==> config.mk <==
export PLATFORM = sky130hd
export DESIGN_NAME = gcio_core
export DESIGN_NICKNAME = d
export VERILOG_FILES = /design/src/hdl/gcio_pkg.sv /design/src/hdl/gcio_db_if.sv /design/src/hdl/gcio_debounce.sv /design/src/hdl/gcio_core.sv
export SDC_FILE = /design/constraint.sdc
export NUM_CORES = 2
export LEC_CHECK = 0
export BUFFER_PORTS_ARGS = -buffer_cell sky130_fd_sc_hd__buf_2
export CAP_MARGIN = 20
export CORE_ASPECT_RATIO = 1.25
export CORE_MARGIN = 5
export CORE_UTILIZATION = 55
export DETAILED_ROUTE_END_ITERATION = 8
export GPL_TIMING_DRIVEN = 0
export PLACE_DENSITY = 0.68
export SYNTH_ARGS = -nofsm -noshare
export SYNTH_HDL_FRONTEND = slang
export SYNTH_SLANG_ARGS = --single-unit
==> constraint.sdc <==
create_clock -name I_REF_CLK -period 5.6 [get_ports I_REF_CLK]
set_input_delay 0.56 -clock I_REF_CLK [delete_from_list [all_inputs] [get_ports I_REF_CLK]]
set_output_delay 0.56 -clock I_REF_CLK [all_outputs]
set_load 0.02 [all_outputs]
==> src/hdl/gcio_pkg.sv <==
package gcio_pkg;
  // Basic geometry
  localparam int NUM_CUST = 4;
  localparam int CFG_NIB = 4;
  localparam int CFG_W = NUM_CUST * CFG_NIB;
  localparam int LBL_LEN = 19;
  localparam int SEL_W = 2;
  localparam int MSG_W = 4;

  // Bit positions in the contact vector (asserted = 1 after inversion)
  localparam int IN_REM_START = 0;
  localparam int IN_REM_ESTOP = 1;
  localparam int IN_REM_RESET = 2;
  localparam int IN_CUST = 3;
  localparam int IN_PNL_ESTOP = 7;
  localparam int IN_ACK = 8;
  localparam int IN_LAMP = 9;
  localparam int IN_MAN_RUN = 10;
  localparam int IN_MENU = 11;
  localparam int NUM_MENU = 4;
  localparam int IN_SEL = 15;
  localparam int IN_W = 17;

  // Timing
  localparam int CLK_PERIOD_NS = 4;
  localparam int DEBOUNCE_US = 10;
  localparam int DB_CNT_W = 12;
  localparam logic [DB_CNT_W-1:0] DEBOUNCE_CYCLES = DB_CNT_W'(DEBOUNCE_US * 1000 / CLK_PERIOD_NS);
  localparam int SCRSAVER_MIN = 30;
  localparam int TMR_W = 40;
  localparam logic [TMR_W-1:0] SCRSAVER_CYCLES =
    TMR_W'(longint'(SCRSAVER_MIN) * 64'd60_000_000_000 / CLK_PERIOD_NS);

  // Register map
  localparam int ADDR_W = 8;
  localparam logic [ADDR_W-1:0] REG_CTRL = 8'h00;
  localparam logic [ADDR_W-1:0] REG_IN_CFG = 8'h04;
  localparam logic [ADDR_W-1:0] REG_OUT_CFG = 8'h08;
  localparam logic [ADDR_W-1:0] REG_STATUS = 8'h0c;
  localparam logic [ADDR_W-1:0] REG_LBL_SEL = 8'h10;
  localparam logic [ADDR_W-1:0] REG_LBL_DATA = 8'h14;

  // Field layouts
  localparam int CTRL_SLEEP_EN = 0;
  localparam int NIB_EN = 0;
  localparam int NIB_SEV = 1;
  localparam int NIB_POL = 3;
  localparam int NIB_EV = 1;
  localparam int LBL_CHR_LSB = 0;
  localparam int LBL_CHR_W = 5;
  localparam int LBL_IN_LSB = 8;
  localparam int ST_WARN = 0;
  localparam int ST_SHUT = 4;
  localparam int ST_STAT = 8;
  localparam int ST_ESTOP = 12;
  localparam int ST_SLEEP = 13;
  localparam int ST_DISP = 14;
  localparam int ST_CFG_ERR = 15;
  localparam int ST_RUN = 16;

  // Reset values
  localparam logic [CFG_W-1:0] IN_CFG_RST = 16'h5551;
  localparam logic [CFG_W-1:0] OUT_CFG_RST = 16'h7531;
  localparam logic [7:0] CHR_BLANK = 8'h20;
  localparam logic [NUM_CUST-1:0][LBL_LEN-1:0][7:0] LBL_RST = {
    "Rupture Basin Fault", "Low Fuel           ", "Ground Fault       ", "Customer Fault 1   "};

  // Display message codes
  localparam logic [MSG_W-1:0] MSG_NONE = 4'h0;
  localparam logic [MSG_W-1:0] MSG_WARN = 4'h1;
  localparam logic [MSG_W-1:0] MSG_SHUT = 4'h5;
  localparam logic [MSG_W-1:0] MSG_ESTOP = 4'h9;

  typedef enum logic [1:0] {SEV_NONE, SEV_STATUS, SEV_WARN, SEV_SHUT} gcio_sev_type;
  typedef enum logic [SEL_W-1:0] {SEL_OFF, SEL_MANUAL, SEL_AUTO} gcio_sel_type;
  typedef enum logic [2:0] {EV_COM_WARN, EV_COM_SHUT, EV_NOT_AUTO, EV_READY_LOAD, EV_RUNNING,
    EV_REM_START} gcio_ev_type;
  localparam int NUM_EV = 6;

  // Nibble of a per-channel configuration word
  function automatic logic [CFG_NIB-1:0] cfg_nib(input logic [CFG_W-1:0] cfg, input int i);
    return cfg[i*CFG_NIB +: CFG_NIB];
  endfunction

  // Character k is stored from the top byte down
  function automatic logic [LBL_CHR_W-1:0] lbl_pos(input logic [LBL_CHR_W-1:0] k);
    return LBL_CHR_W'(LBL_LEN - 1) - k;
  endfunction

  // Byte-lane merge for bus writes
  function automatic logic [31:0] be_merge(input logic [31:0] old, input logic [31:0] nw, input logic [3:0] be);
    logic [31:0] r;
    r = old;
    for (int b = 0; b < 4; b++) begin
      if (be[b]) begin
        r[b*8 +: 8] = nw[b*8 +: 8];
      end
    end
    return r;
  endfunction
endpackage

==> src/hdl/gcio_db_if.sv <==
`timescale 1ns/100ps
// Raw contact levels in, clean levels out
interface gcio_db_if;
  logic [gcio_pkg::IN_W-1:0] raw;
  logic [gcio_pkg::IN_W-1:0] clean;
  modport filt(input raw, output clean);
  modport user(output raw, input clean);
endinterface

==> src/hdl/gcio_debounce.sv <==
`timescale 1ns/100ps
module gcio_debounce (
  input wire logic i_clk,
  input wire logic i_rst_n,
  gcio_db_if.filt dbi
);
  import gcio_pkg::*;

  typedef struct packed {
    logic [IN_W-1:0] s1;
    logic [IN_W-1:0] s2;
    logic [IN_W-1:0] stable;
    logic [IN_W-1:0][DB_CNT_W-1:0] cnt;
  } gcio_db_state_type;

  gcio_db_state_type s_q;
  gcio_db_state_type s_d;

  // Two-stage synchroniser, then a level must hold for the full window before it is passed on
  always_comb begin
    s_d = s_q;
    s_d.s1 = dbi.raw;
    s_d.s2 = s_q.s1;
    for (int i = 0; i < IN_W; i++) begin
      if (s_q.s2[i] == s_q.stable[i]) begin
        s_d.cnt[i] = '0;
      end else if (s_q.cnt[i] == DEBOUNCE_CYCLES - 1'b1) begin
        s_d.stable[i] = s_q.s2[i];
        s_d.cnt[i] = '0;
      end else begin
        s_d.cnt[i] = s_q.cnt[i] + 1'b1;
      end
    end
  end

  // Reset leaves every contact released and the selector at Off
  always_ff @(posedge i_clk or negedge i_rst_n) begin
    if (!i_rst_n) begin
      s_q <= '0;
    end else begin
      s_q <= s_d;
    end
  end

  assign dbi.clean = s_q.stable;
endmodule

==> src/hdl/gcio_core.sv <==
// What this block does
// - In Auto, grounded remote start begins the crank and start sequence.
// - Remote reset cannot clear a shutdown while remote start stays grounded.
// - Remote emergency stop shuts down at once; only the panel clears it.
// - Auto with start open: remote reset clears all faults except emergency stop.
// - Each asserted customer fault input runs its configured warning or shutdown.
// - Each customer input has its own enable; all four enabled at reset.
// - Severity status, warning or shutdown; input 1 none, inputs 2-4 warning.
// - Active polarity per input, closed or open; all default closed to ground.
// - Each input has a label of up to 19 characters shown with its fault.
// - Four output relays, normally open, close when their chosen condition holds.
// - Each output relay has its own enable; all four enabled at reset.
// - Relay events: 1 common warning, 2 common shutdown, 3 not Auto, 4 ready.
// - Switched supply is on exactly while a run command is held.
// - Display power drops after 30 minutes idle, running or not.
// - Any button, switch or input change restarts the 30 minute timer.
// - Indicator lamps keep working while the display is blanked.
// - A detected warning puts its message on the display.
// - In sleep the logic idles and all lamps and the display are off.
// - With sleep enabled, sleep once no faults remain and selector is Off; sleep also waits for the idle timeout.
// - Selector, emergency stop, acknowledge or lamp button wakes and reinitialises.
// - Sleep is disabled at reset; disabled means always awake.
// - Sleep enabled with network or transfer installed is an error; only network installed is flagged.
//
// Design decisions made here: the placing of the registers and the Avalon-MM interface to the registers.
`timescale 1ns/100ps
module gcio_core #(
  parameter logic [gcio_pkg::TMR_W-1:0] P_SCRSAVER_CYCLES = gcio_pkg::SCRSAVER_CYCLES
) (
  input wire logic I_REF_CLK,
  input wire logic I_RST_N,
  input wire logic [gcio_pkg::ADDR_W-1:0] I_AVS_ADDRESS,
  input wire logic I_AVS_READ,
  input wire logic I_AVS_WRITE,
  input wire logic [31:0] I_AVS_WRITEDATA,
  input wire logic [3:0] I_AVS_BYTEENABLE,
  output logic [31:0] O_AVS_READDATA,
  output logic O_AVS_WAITREQUEST,
  input wire logic I_REMOTE_START_N,
  input wire logic I_REMOTE_ESTOP_N,
  input wire logic I_REMOTE_RESET_N,
  input wire logic [gcio_pkg::NUM_CUST-1:0] I_CUST_FAULT_N,
  input wire logic I_PANEL_ESTOP_N,
  input wire logic I_FAULT_ACK_N,
  input wire logic I_LAMP_BTN_N,
  input wire logic I_MANUAL_RUN_N,
  input wire logic [gcio_pkg::NUM_MENU-1:0] I_MENU_BTN_N,
  input wire logic [gcio_pkg::SEL_W-1:0] I_SEL_MODE,
  input wire logic I_ENGINE_RUNNING,
  input wire logic I_READY_TO_LOAD,
  input wire logic I_NET_INSTALLED,
  input wire logic [gcio_pkg::LBL_CHR_W-1:0] I_LBL_CHAR_SEL,
  output logic O_RUN_CMD,
  output logic O_SWITCHED_SUPPLY,
  output logic [gcio_pkg::NUM_CUST-1:0] O_CUST_RELAY,
  output logic O_LAMP_WARN,
  output logic O_LAMP_SHUTDOWN,
  output logic O_LAMP_RUNNING,
  output logic O_LAMP_REMOTE_START,
  output logic O_LAMP_NOT_AUTO,
  output logic O_DISP_PWR,
  output logic [gcio_pkg::MSG_W-1:0] O_DISP_MSG,
  output logic [7:0] O_DISP_CHAR,
  output logic O_SLEEP,
  output logic O_CFG_ERR
);
  import gcio_pkg::*;

  typedef struct packed {
    logic sleep_en;
    logic [CFG_W-1:0] in_cfg;
    logic [CFG_W-1:0] out_cfg;
    logic [1:0] lbl_in;
    logic [LBL_CHR_W-1:0] lbl_chr;
    logic [NUM_CUST-1:0][LBL_LEN-1:0][7:0] lbl;
    logic [NUM_CUST-1:0] warn;
    logic [NUM_CUST-1:0] shut;
    logic [NUM_CUST-1:0] stat;
    logic estop;
    logic run;
    logic sleeping;
    logic [TMR_W-1:0] tmr;
    logic [IN_W-1:0] prev;
    logic waitreq;
    logic [31:0] rdata;
    logic [NUM_CUST-1:0] relay;
    logic [4:0] lamp;
    logic disp;
    logic [MSG_W-1:0] msg;
    logic [7:0] chr;
    logic err;
  } gcio_core_state_type;

  localparam gcio_core_state_type STATE_RST = '{
    sleep_en: 1'b0,
    in_cfg: IN_CFG_RST,
    out_cfg: OUT_CFG_RST,
    lbl: LBL_RST,
    waitreq: 1'b1,
    disp: 1'b1,
    default: '0
  };

  gcio_core_state_type s_q;
  gcio_core_state_type s_d;
  gcio_db_if dbi();

  logic [IN_W-1:0] clean;
  logic [IN_W-1:0] rise;
  logic [IN_W-1:0] chg;
  gcio_sel_type sel;
  logic is_auto;
  logic is_off;
  logic wake;
  logic cfg_err;
  logic ack_off;
  logic reset_ok;
  logic [NUM_CUST-1:0] act;

  // Contacts are grounded to assert, so invert before filtering
  assign dbi.raw = {I_SEL_MODE, ~I_MENU_BTN_N, ~I_MANUAL_RUN_N, ~I_LAMP_BTN_N, ~I_FAULT_ACK_N,
    ~I_PANEL_ESTOP_N, ~I_CUST_FAULT_N, ~I_REMOTE_RESET_N, ~I_REMOTE_ESTOP_N, ~I_REMOTE_START_N};

  gcio_debounce u_debounce (
    .i_clk(I_REF_CLK),
    .i_rst_n(I_RST_N),
    .dbi(dbi.filt)
  );

  // Edges of the clean contacts drive acknowledge, reset, wake, manual run and timer events; faults, stops and auto run use levels
  assign clean = dbi.clean;
  assign rise = clean & ~s_q.prev;
  assign chg = clean ^ s_q.prev;
  assign sel = gcio_sel_type'(clean[IN_SEL +: SEL_W]);
  assign is_auto = sel == SEL_AUTO;
  assign is_off = !is_auto && sel != SEL_MANUAL; // Unused selector code is treated as Off for safety
  assign wake = (|chg[IN_SEL +: SEL_W]) | rise[IN_REM_ESTOP] | rise[IN_PNL_ESTOP] |
    rise[IN_ACK] | rise[IN_LAMP];
  assign cfg_err = s_q.sleep_en && I_NET_INSTALLED;
  assign ack_off = rise[IN_ACK] && is_off;
  assign reset_ok = rise[IN_REM_RESET] && is_auto && !clean[IN_REM_START];

  // Per-input enable and polarity; open-active inputs assert when the contact lifts
  for (genvar g = 0; g < NUM_CUST; g++) begin : g_act
    assign act[g] = s_q.in_cfg[g*CFG_NIB + NIB_EN] &&
      (clean[IN_CUST + g] ^ s_q.in_cfg[g*CFG_NIB + NIB_POL]);
  end

  // Whole next state: bus slave, fault latches, run, timer, sleep and registered outputs
  always_comb begin
    logic [CFG_NIB-1:0] nib;
    logic [NUM_CUST-1:0] wset;
    logic [NUM_CUST-1:0] sset;
    logic [NUM_EV-1:0] ev;
    logic any_shut;
    logic expired;
    logic [31:0] wv;
    nib = '0;
    wset = '0;
    sset = '0;
    ev = '0;
    any_shut = 1'b0;
    expired = 1'b0;
    wv = '0;
    s_d = s_q;
    s_d.prev = clean;
    s_d.waitreq = 1'b1;

    // Bus: first edge of a request drops waitrequest and loads read data, the second commits
    if ((I_AVS_READ || I_AVS_WRITE) && s_q.waitreq) begin
      s_d.waitreq = 1'b0;
      s_d.rdata = '0;
      if (I_AVS_READ) begin
        unique case (I_AVS_ADDRESS)
          REG_CTRL: s_d.rdata[CTRL_SLEEP_EN] = s_q.sleep_en;
          REG_IN_CFG: s_d.rdata[CFG_W-1:0] = s_q.in_cfg;
          REG_OUT_CFG: s_d.rdata[CFG_W-1:0] = s_q.out_cfg;
          REG_STATUS: begin
            s_d.rdata[ST_WARN +: NUM_CUST] = s_q.warn;
            s_d.rdata[ST_SHUT +: NUM_CUST] = s_q.shut;
            s_d.rdata[ST_STAT +: NUM_CUST] = s_q.stat;
            s_d.rdata[ST_ESTOP] = s_q.estop;
            s_d.rdata[ST_SLEEP] = s_q.sleeping;
            s_d.rdata[ST_DISP] = s_q.disp;
            s_d.rdata[ST_CFG_ERR] = s_q.err;
            s_d.rdata[ST_RUN] = s_q.run;
          end
          REG_LBL_SEL: begin
            s_d.rdata[LBL_CHR_LSB +: LBL_CHR_W] = s_q.lbl_chr;
            s_d.rdata[LBL_IN_LSB +: 2] = s_q.lbl_in;
          end
          REG_LBL_DATA: begin
            if (s_q.lbl_chr < LBL_CHR_W'(LBL_LEN)) begin
              s_d.rdata[7:0] = s_q.lbl[s_q.lbl_in][lbl_pos(s_q.lbl_chr)];
            end
          end
          default: s_d.rdata = '0; // Unmapped reads return zero
        endcase
      end
    end else if (I_AVS_WRITE && !s_q.waitreq) begin
      unique case (I_AVS_ADDRESS)
        REG_CTRL: begin
          wv = be_merge({31'h0, s_q.sleep_en}, I_AVS_WRITEDATA, I_AVS_BYTEENABLE);
          s_d.sleep_en = wv[CTRL_SLEEP_EN];
        end
        REG_IN_CFG: begin
          wv = be_merge({16'h0, s_q.in_cfg}, I_AVS_WRITEDATA, I_AVS_BYTEENABLE);
          s_d.in_cfg = wv[CFG_W-1:0];
        end
        REG_OUT_CFG: begin
          wv = be_merge({16'h0, s_q.out_cfg}, I_AVS_WRITEDATA, I_AVS_BYTEENABLE);
          s_d.out_cfg = wv[CFG_W-1:0];
        end
        REG_LBL_SEL: begin
          wv = be_merge({22'h0, s_q.lbl_in, 3'h0, s_q.lbl_chr}, I_AVS_WRITEDATA, I_AVS_BYTEENABLE);
          s_d.lbl_chr = wv[LBL_CHR_LSB +: LBL_CHR_W];
          s_d.lbl_in = wv[LBL_IN_LSB +: 2];
        end
        REG_LBL_DATA: begin
          if (I_AVS_BYTEENABLE[0] && s_q.lbl_chr < LBL_CHR_W'(LBL_LEN)) begin
            s_d.lbl[s_q.lbl_in][lbl_pos(s_q.lbl_chr)] = I_AVS_WRITEDATA[7:0];
          end
        end
        default: s_d.sleep_en = s_q.sleep_en; // Unmapped and read-only writes are dropped
      endcase
    end

    if (s_q.sleeping) begin
      // Sleeping logic only watches for a wake source
      if (wake) begin
        s_d.sleeping = 1'b0;
        s_d.tmr = '0;
      end
    end else begin
      // Classify each active input by its configured severity
      for (int i = 0; i < NUM_CUST; i++) begin
        nib = cfg_nib(s_q.in_cfg, i);
        wset[i] = act[i] && gcio_sev_type'(nib[NIB_SEV +: 2]) == SEV_WARN;
        sset[i] = act[i] && gcio_sev_type'(nib[NIB_SEV +: 2]) == SEV_SHUT;
        s_d.stat[i] = act[i] && gcio_sev_type'(nib[NIB_SEV +: 2]) == SEV_STATUS;
      end
      // A fault still present re-latches in the same cycle as a clear
      s_d.warn = (s_q.warn & ~{NUM_CUST{rise[IN_ACK] || reset_ok}}) | wset;
      s_d.shut = (s_q.shut & ~{NUM_CUST{ack_off || reset_ok}}) | sset;
      // Emergency stop ignores the remote reset; only the panel acknowledge in Off releases it
      s_d.estop = (s_q.estop && !ack_off) || clean[IN_REM_ESTOP] || clean[IN_PNL_ESTOP];
      any_shut = (|s_d.shut) || s_d.estop;

      // Run command
      if (any_shut || is_off) begin
        s_d.run = 1'b0;
      end else if (is_auto) begin
        s_d.run = clean[IN_REM_START];
      end else if (rise[IN_MAN_RUN]) begin
        s_d.run = !s_q.run;
      end

      // Idle timer; any contact or button change restarts it
      if (|chg) begin
        s_d.tmr = '0;
      end else if (s_q.tmr != P_SCRSAVER_CYCLES) begin
        s_d.tmr = s_q.tmr + 1'b1;
      end
      expired = s_d.tmr == P_SCRSAVER_CYCLES;

      // Sleep waits for the display to blank so a wake is not undone on the next edge
      if (s_q.sleep_en && !cfg_err && is_off && !any_shut && !(|s_d.warn) && expired) begin
        s_d.sleeping = 1'b1;
      end
    end

    // Registered outputs
    expired = s_d.tmr == P_SCRSAVER_CYCLES;
    any_shut = (|s_d.shut) || s_d.estop;
    s_d.disp = !expired && !s_d.sleeping;
    s_d.err = cfg_err;
    s_d.lamp = s_d.sleeping ? 5'h00 : {!is_auto, clean[IN_REM_START], I_ENGINE_RUNNING, any_shut,
      |s_d.warn};
    ev = {clean[IN_REM_START], I_ENGINE_RUNNING, I_READY_TO_LOAD, !is_auto, any_shut, |s_d.warn};
    for (int i = 0; i < NUM_CUST; i++) begin
      nib = cfg_nib(s_q.out_cfg, i);
      s_d.relay[i] = nib[NIB_EN] && nib[NIB_EV +: 3] < 3'(NUM_EV) && ev[nib[NIB_EV +: 3]];
    end
    // Most severe fault owns the display, lowest input first
    s_d.msg = MSG_NONE;
    for (int i = NUM_CUST - 1; i >= 0; i--) begin
      if (s_d.warn[i]) begin
        s_d.msg = MSG_WARN + MSG_W'(i);
      end
    end
    for (int i = NUM_CUST - 1; i >= 0; i--) begin
      if (s_d.shut[i]) begin
        s_d.msg = MSG_SHUT + MSG_W'(i);
      end
    end
    if (s_d.estop) begin
      s_d.msg = MSG_ESTOP;
    end
    s_d.chr = CHR_BLANK;
    if (s_d.msg != MSG_NONE && s_d.msg != MSG_ESTOP && I_LBL_CHAR_SEL < LBL_CHR_W'(LBL_LEN)) begin
      s_d.chr = s_q.lbl[2'(s_d.msg - MSG_WARN)][lbl_pos(I_LBL_CHAR_SEL)];
    end
  end

  // Single state register
  always_ff @(posedge I_REF_CLK or negedge I_RST_N) begin
    if (!I_RST_N) begin
      s_q <= STATE_RST;
    end else begin
      s_q <= s_d;
    end
  end

  assign O_AVS_READDATA = s_q.rdata;
  assign O_AVS_WAITREQUEST = s_q.waitreq;
  assign O_RUN_CMD = s_q.run;
  assign O_SWITCHED_SUPPLY = s_q.run;
  assign O_CUST_RELAY = s_q.relay;
  assign {O_LAMP_NOT_AUTO, O_LAMP_REMOTE_START, O_LAMP_RUNNING, O_LAMP_SHUTDOWN, O_LAMP_WARN} = s_q.lamp;
  assign O_DISP_PWR = s_q.disp;
  assign O_DISP_MSG = s_q.msg;
  assign O_DISP_CHAR = s_q.chr;
  assign O_SLEEP = s_q.sleeping;
  assign O_CFG_ERR = s_q.err;
endmodule

==> results.json <==
{
  "status": "finished, violations left",
  "violations": "setup timing",
  "drt.antenna.violating_nets": 0,
  "cp_common_cell": "ha_1",
  "yosys-top-cells-count": "dfrtp_1, mux2_2, nor2_1, nand2_1, mux4_2",
  "start_kind": "flop",
  "synth.distinct_cells": 84,
  "cpPeakStageDelay_ns": 0.54,
  "start_util_pct": 55.37,
  "die_area_mm2": 0.1028,
  "synth-seq-cells": 1016,
  "clk_pin_slew_ns": 0.06,
  "critical_path.cell_chain": "inv_1 -> ha_1 -> and3b_2 -> o21ai_1 -> a221o_1 -> a2111o_1 -> buf_6 -> nand2_4 -> buf_8 -> buf_16 -> ha_1 -> and2_1 -> clkbuf_1 -> buf_2 -> a22oi_1 -> a31oi_1 -> nand4_1 -> a32o_1",
  "pin_count": 132,
  "cts_tree": "done",
  "finalSetupTns_ns": -0.3312,
  "fmax_mhz": 173.5,
  "synthesis.area_mm2": 0.05306,
  "syn_to_final_growth_pct": 14.00,
  "hold_violations": 0,
  "finalMaxSlewViolations": 0,
  "drtIter0Drc": 5283,
  "grt.overflow.total": 0,
  "fill_cells": 7614,
  "period_share_pct": 102.9,
  "routed_wl_um": 202800,
  "seq_area_frac_synth_pct": 48.50,
  "synth_area_leaders": "dfrtp_1, mux2_2, dfstp_2",
  "syn_area_per_cell_um2": 12.21,
  "finalInstanceArea_mm2": 0.06048,
  "core_area_mm2": 0.09582,
  "worst_hold_path_type": "in -> reg",
  "yosys.cell_count.top_type": "dfrtp_1",
  "reg2reg_slack_ns": -0.16,
  "ys_warn_count": 0,
  "p_per_area_mw_per_mm2": 265.6,
  "cts_buffers": 107,
  "vias_per_cell": 6.752,
  "fp.dieH_um": 357.3,
  "cts.path.max_buffers": 3,
  "endpoint_kind": "flop",
  "worst_pin_slew_ns": 1.329,
  "hpwl_um": 145100,
  "layout_min_cycle_time_ns": 5.764,
  "cts_sinks": 1016,
  "post_drt_wl_per_cell_um": 33.63,
  "fin_nets": 4745,
  "syn_inst": 4345,
  "dp_slack_ns": -3.269,
  "max-vdd-ir-drop_mv": 0.2314,
  "crit_arrival_ns": 6.32,
  "ys.flop_type": "dfrtp_1",
  "setup_viol": 5,
  "slew-limit-headroom_pct": 11.40,
  "synth_top_area_cell": "dfrtp_1",
  "worstSetupPathType": "reg -> reg",
  "max_cap_viol_count": 0,
  "grt_pass1_wl_um": 289000,
  "grt_pass1_vias": 40150,
  "synth-edff-count": 0,
  "crit_slowest_cell": "buf_2",
  "dr.pass1.iters": 8,
  "netlist.area_leader.share_pct": 36.36,
  "htreeDepth": 3,
  "skew_ns": 0.02216,
  "drc_errors": 0,
  "p_leak_nw": 26.82,
  "fin_ws_ns": -0.1639,
  "async_flop_share_pct": 100.0,
  "vias": 40720,
  "hold_ws_ns": 0.01729,
  "place_congestion": 1.071,
  "track_usage_pct": 39.20,
  "grt_max_degree": 159,
  "drive_gt1_share_pct": 36.04,
  "die_w_um": 287.8,
  "io_buffers": 90,
  "cts_root_buf": "clkbuf_16",
  "path_max_fanout": 11,
  "postPlaceCellArea_mm2": 0.05607,
  "std_cell_rows": 127,
  "grt_antenna_before_repair": 16,
  "insertion_delay_ns": 0.70,
  "critical_path_required_ns": 6.16
}
==> worst paths after layout <==
| check | startpoint | end | depth (start not counted) |
|---|---|---|---|
| max in group asynchronous | I_RST_N | s_q[628]$_DFFE_PN0P_ | 5 |
| worst max register to register | u_debounce.dbi.clean[15]$_DFFE_PN0P_ | O_DISP_CHAR[3]$_DFF_PN0_ | 18 |
| min in group asynchronous | I_RST_N | u_debounce.s_q[77]$_DFF_PN0_ | 2 |
| worst max-delay path | u_debounce.dbi.clean[15]$_DFFE_PN0P_ | O_DISP_CHAR[3]$_DFF_PN0_ | 18 |
| worst min register to register | u_debounce.s_d[229]$_DFF_PN0_ | u_debounce.s_q[229]$_DFF_PN0_ | 0 |
| worst min-delay path | I_CUST_FAULT_N[3] | u_debounce.s_d[227]$_DFF_PN0_ | 2 |
==> logic make-up after synthesis <==
logic type / share of synthesized area [%]
AND/OR/NAND/NOR: 10.77
multiplexers: 27.43
flip-flops: 48.50
AO/OA/AOI/OAI: 5.242
buffers and inverters: 3.330
XOR/XNOR: 3.926
adder cells (fa/ha/maj): 0.8018
other: 0.007068
==> worst max-delay path, delay by kind of cell, from the launching register on <==
family,cells,cell delay [ns]
flops,1,0.48
fa+ha+maj,2,0.42
compound gates,6,1.98
buf+inv,6,1.66
simple gates,4,1.01
==> cells in the final DEF (no fill, tap or decap), drive strengths merged, types with 74 or more instances in the layout <==
cell | netlist | final
nand3 | 188 | 188
mux2i | 95 | 95
dfrtp | 771 | 771
xor2 | 165 | 165
buf | 118 | 281
inv | 70 | 74
mux2 | 688 | 688
dfstp | 245 | 245
nand2 | 332 | 332
clkbuf | 201 | 347
mux4 | 260 | 260
o21ai | 107 | 107
nor2 | 361 | 361
and3 | 78 | 78
==> where the power goes <==
part / total, mW / switching (mW) / internal [mW]
Clock: 7.70 / 3.16 / 4.53
Combinational: 0.918 / 0.705 / 0.213
Sequential: 7.45 / 0.0482 / 7.40
==> flip-flops by register name (all words and copies together) (netlist names) <==
signal and cells:
O_AVS_READDATA 17, O_AVS_WAITREQUEST 1, O_CFG_ERR 1, O_CUST_RELAY 4, O_DISP_CHAR 8, O_DISP_MSG 4
O_DISP_PWR 1, O_LAMP_NOT_AUTO 1, O_LAMP_REMOTE_START 1, O_LAMP_RUNNING 1, O_LAMP_SHUTDOWN 1, O_LAMP_WARN 1
O_RUN_CMD 1, O_SLEEP 1, s_q 718, u_debounce.dbi.clean 17, u_debounce.s_d 17, u_debounce.s_q 221
==> area by class of cell <==
class                      count  area [µm²]  share of cell area [%]
sequential                  1016       25730                   42.55
multi-input combinational   2953       25770                   42.61
buffer                       315        1683                   2.782
tap                         1290        1614                   2.669
clock buffer                 153        3083                   5.097
clock inverter                51       705.7                   1.167
antenna                        8       20.02                 0.03310
timing repair buffer         174        1605                   2.654
inverter                      71       269.0                  0.4448
==> stage by stage <==
stage	util, %	cells	power (mW)
finish	63.12	6031	16.07
global route	63.10	6023	16.46
CTS	62.90	6013	16.09
detailed placement	58.51	5796	8.431
global placement	57.58	5739	8.387
floorplan	-	4359	7.894
==> layer usage <==
layer  GRT usage, %  vias to the layer above  wire length [µm]
met5              0                        -                34
li1               -                    16470                 -
met3          11.26                      826             22200
met4          29.39                        6             20030
met2          56.72                     2670             85990
met1          50.17                    20750             74580
==> what timing repair did <==
action | 4_1_cts | 5_1_grt
gates resized for setup | 79 | 26
buffers inserted | 4 | 1
pin swaps | 8 | 7
endpoints found under the setup margin | 16 | 7
hold buffers | 12 | 0
hold endpoints to repair | 117 | 0
cloned | 0 | 1
Power figures use the tool's default switching activity.
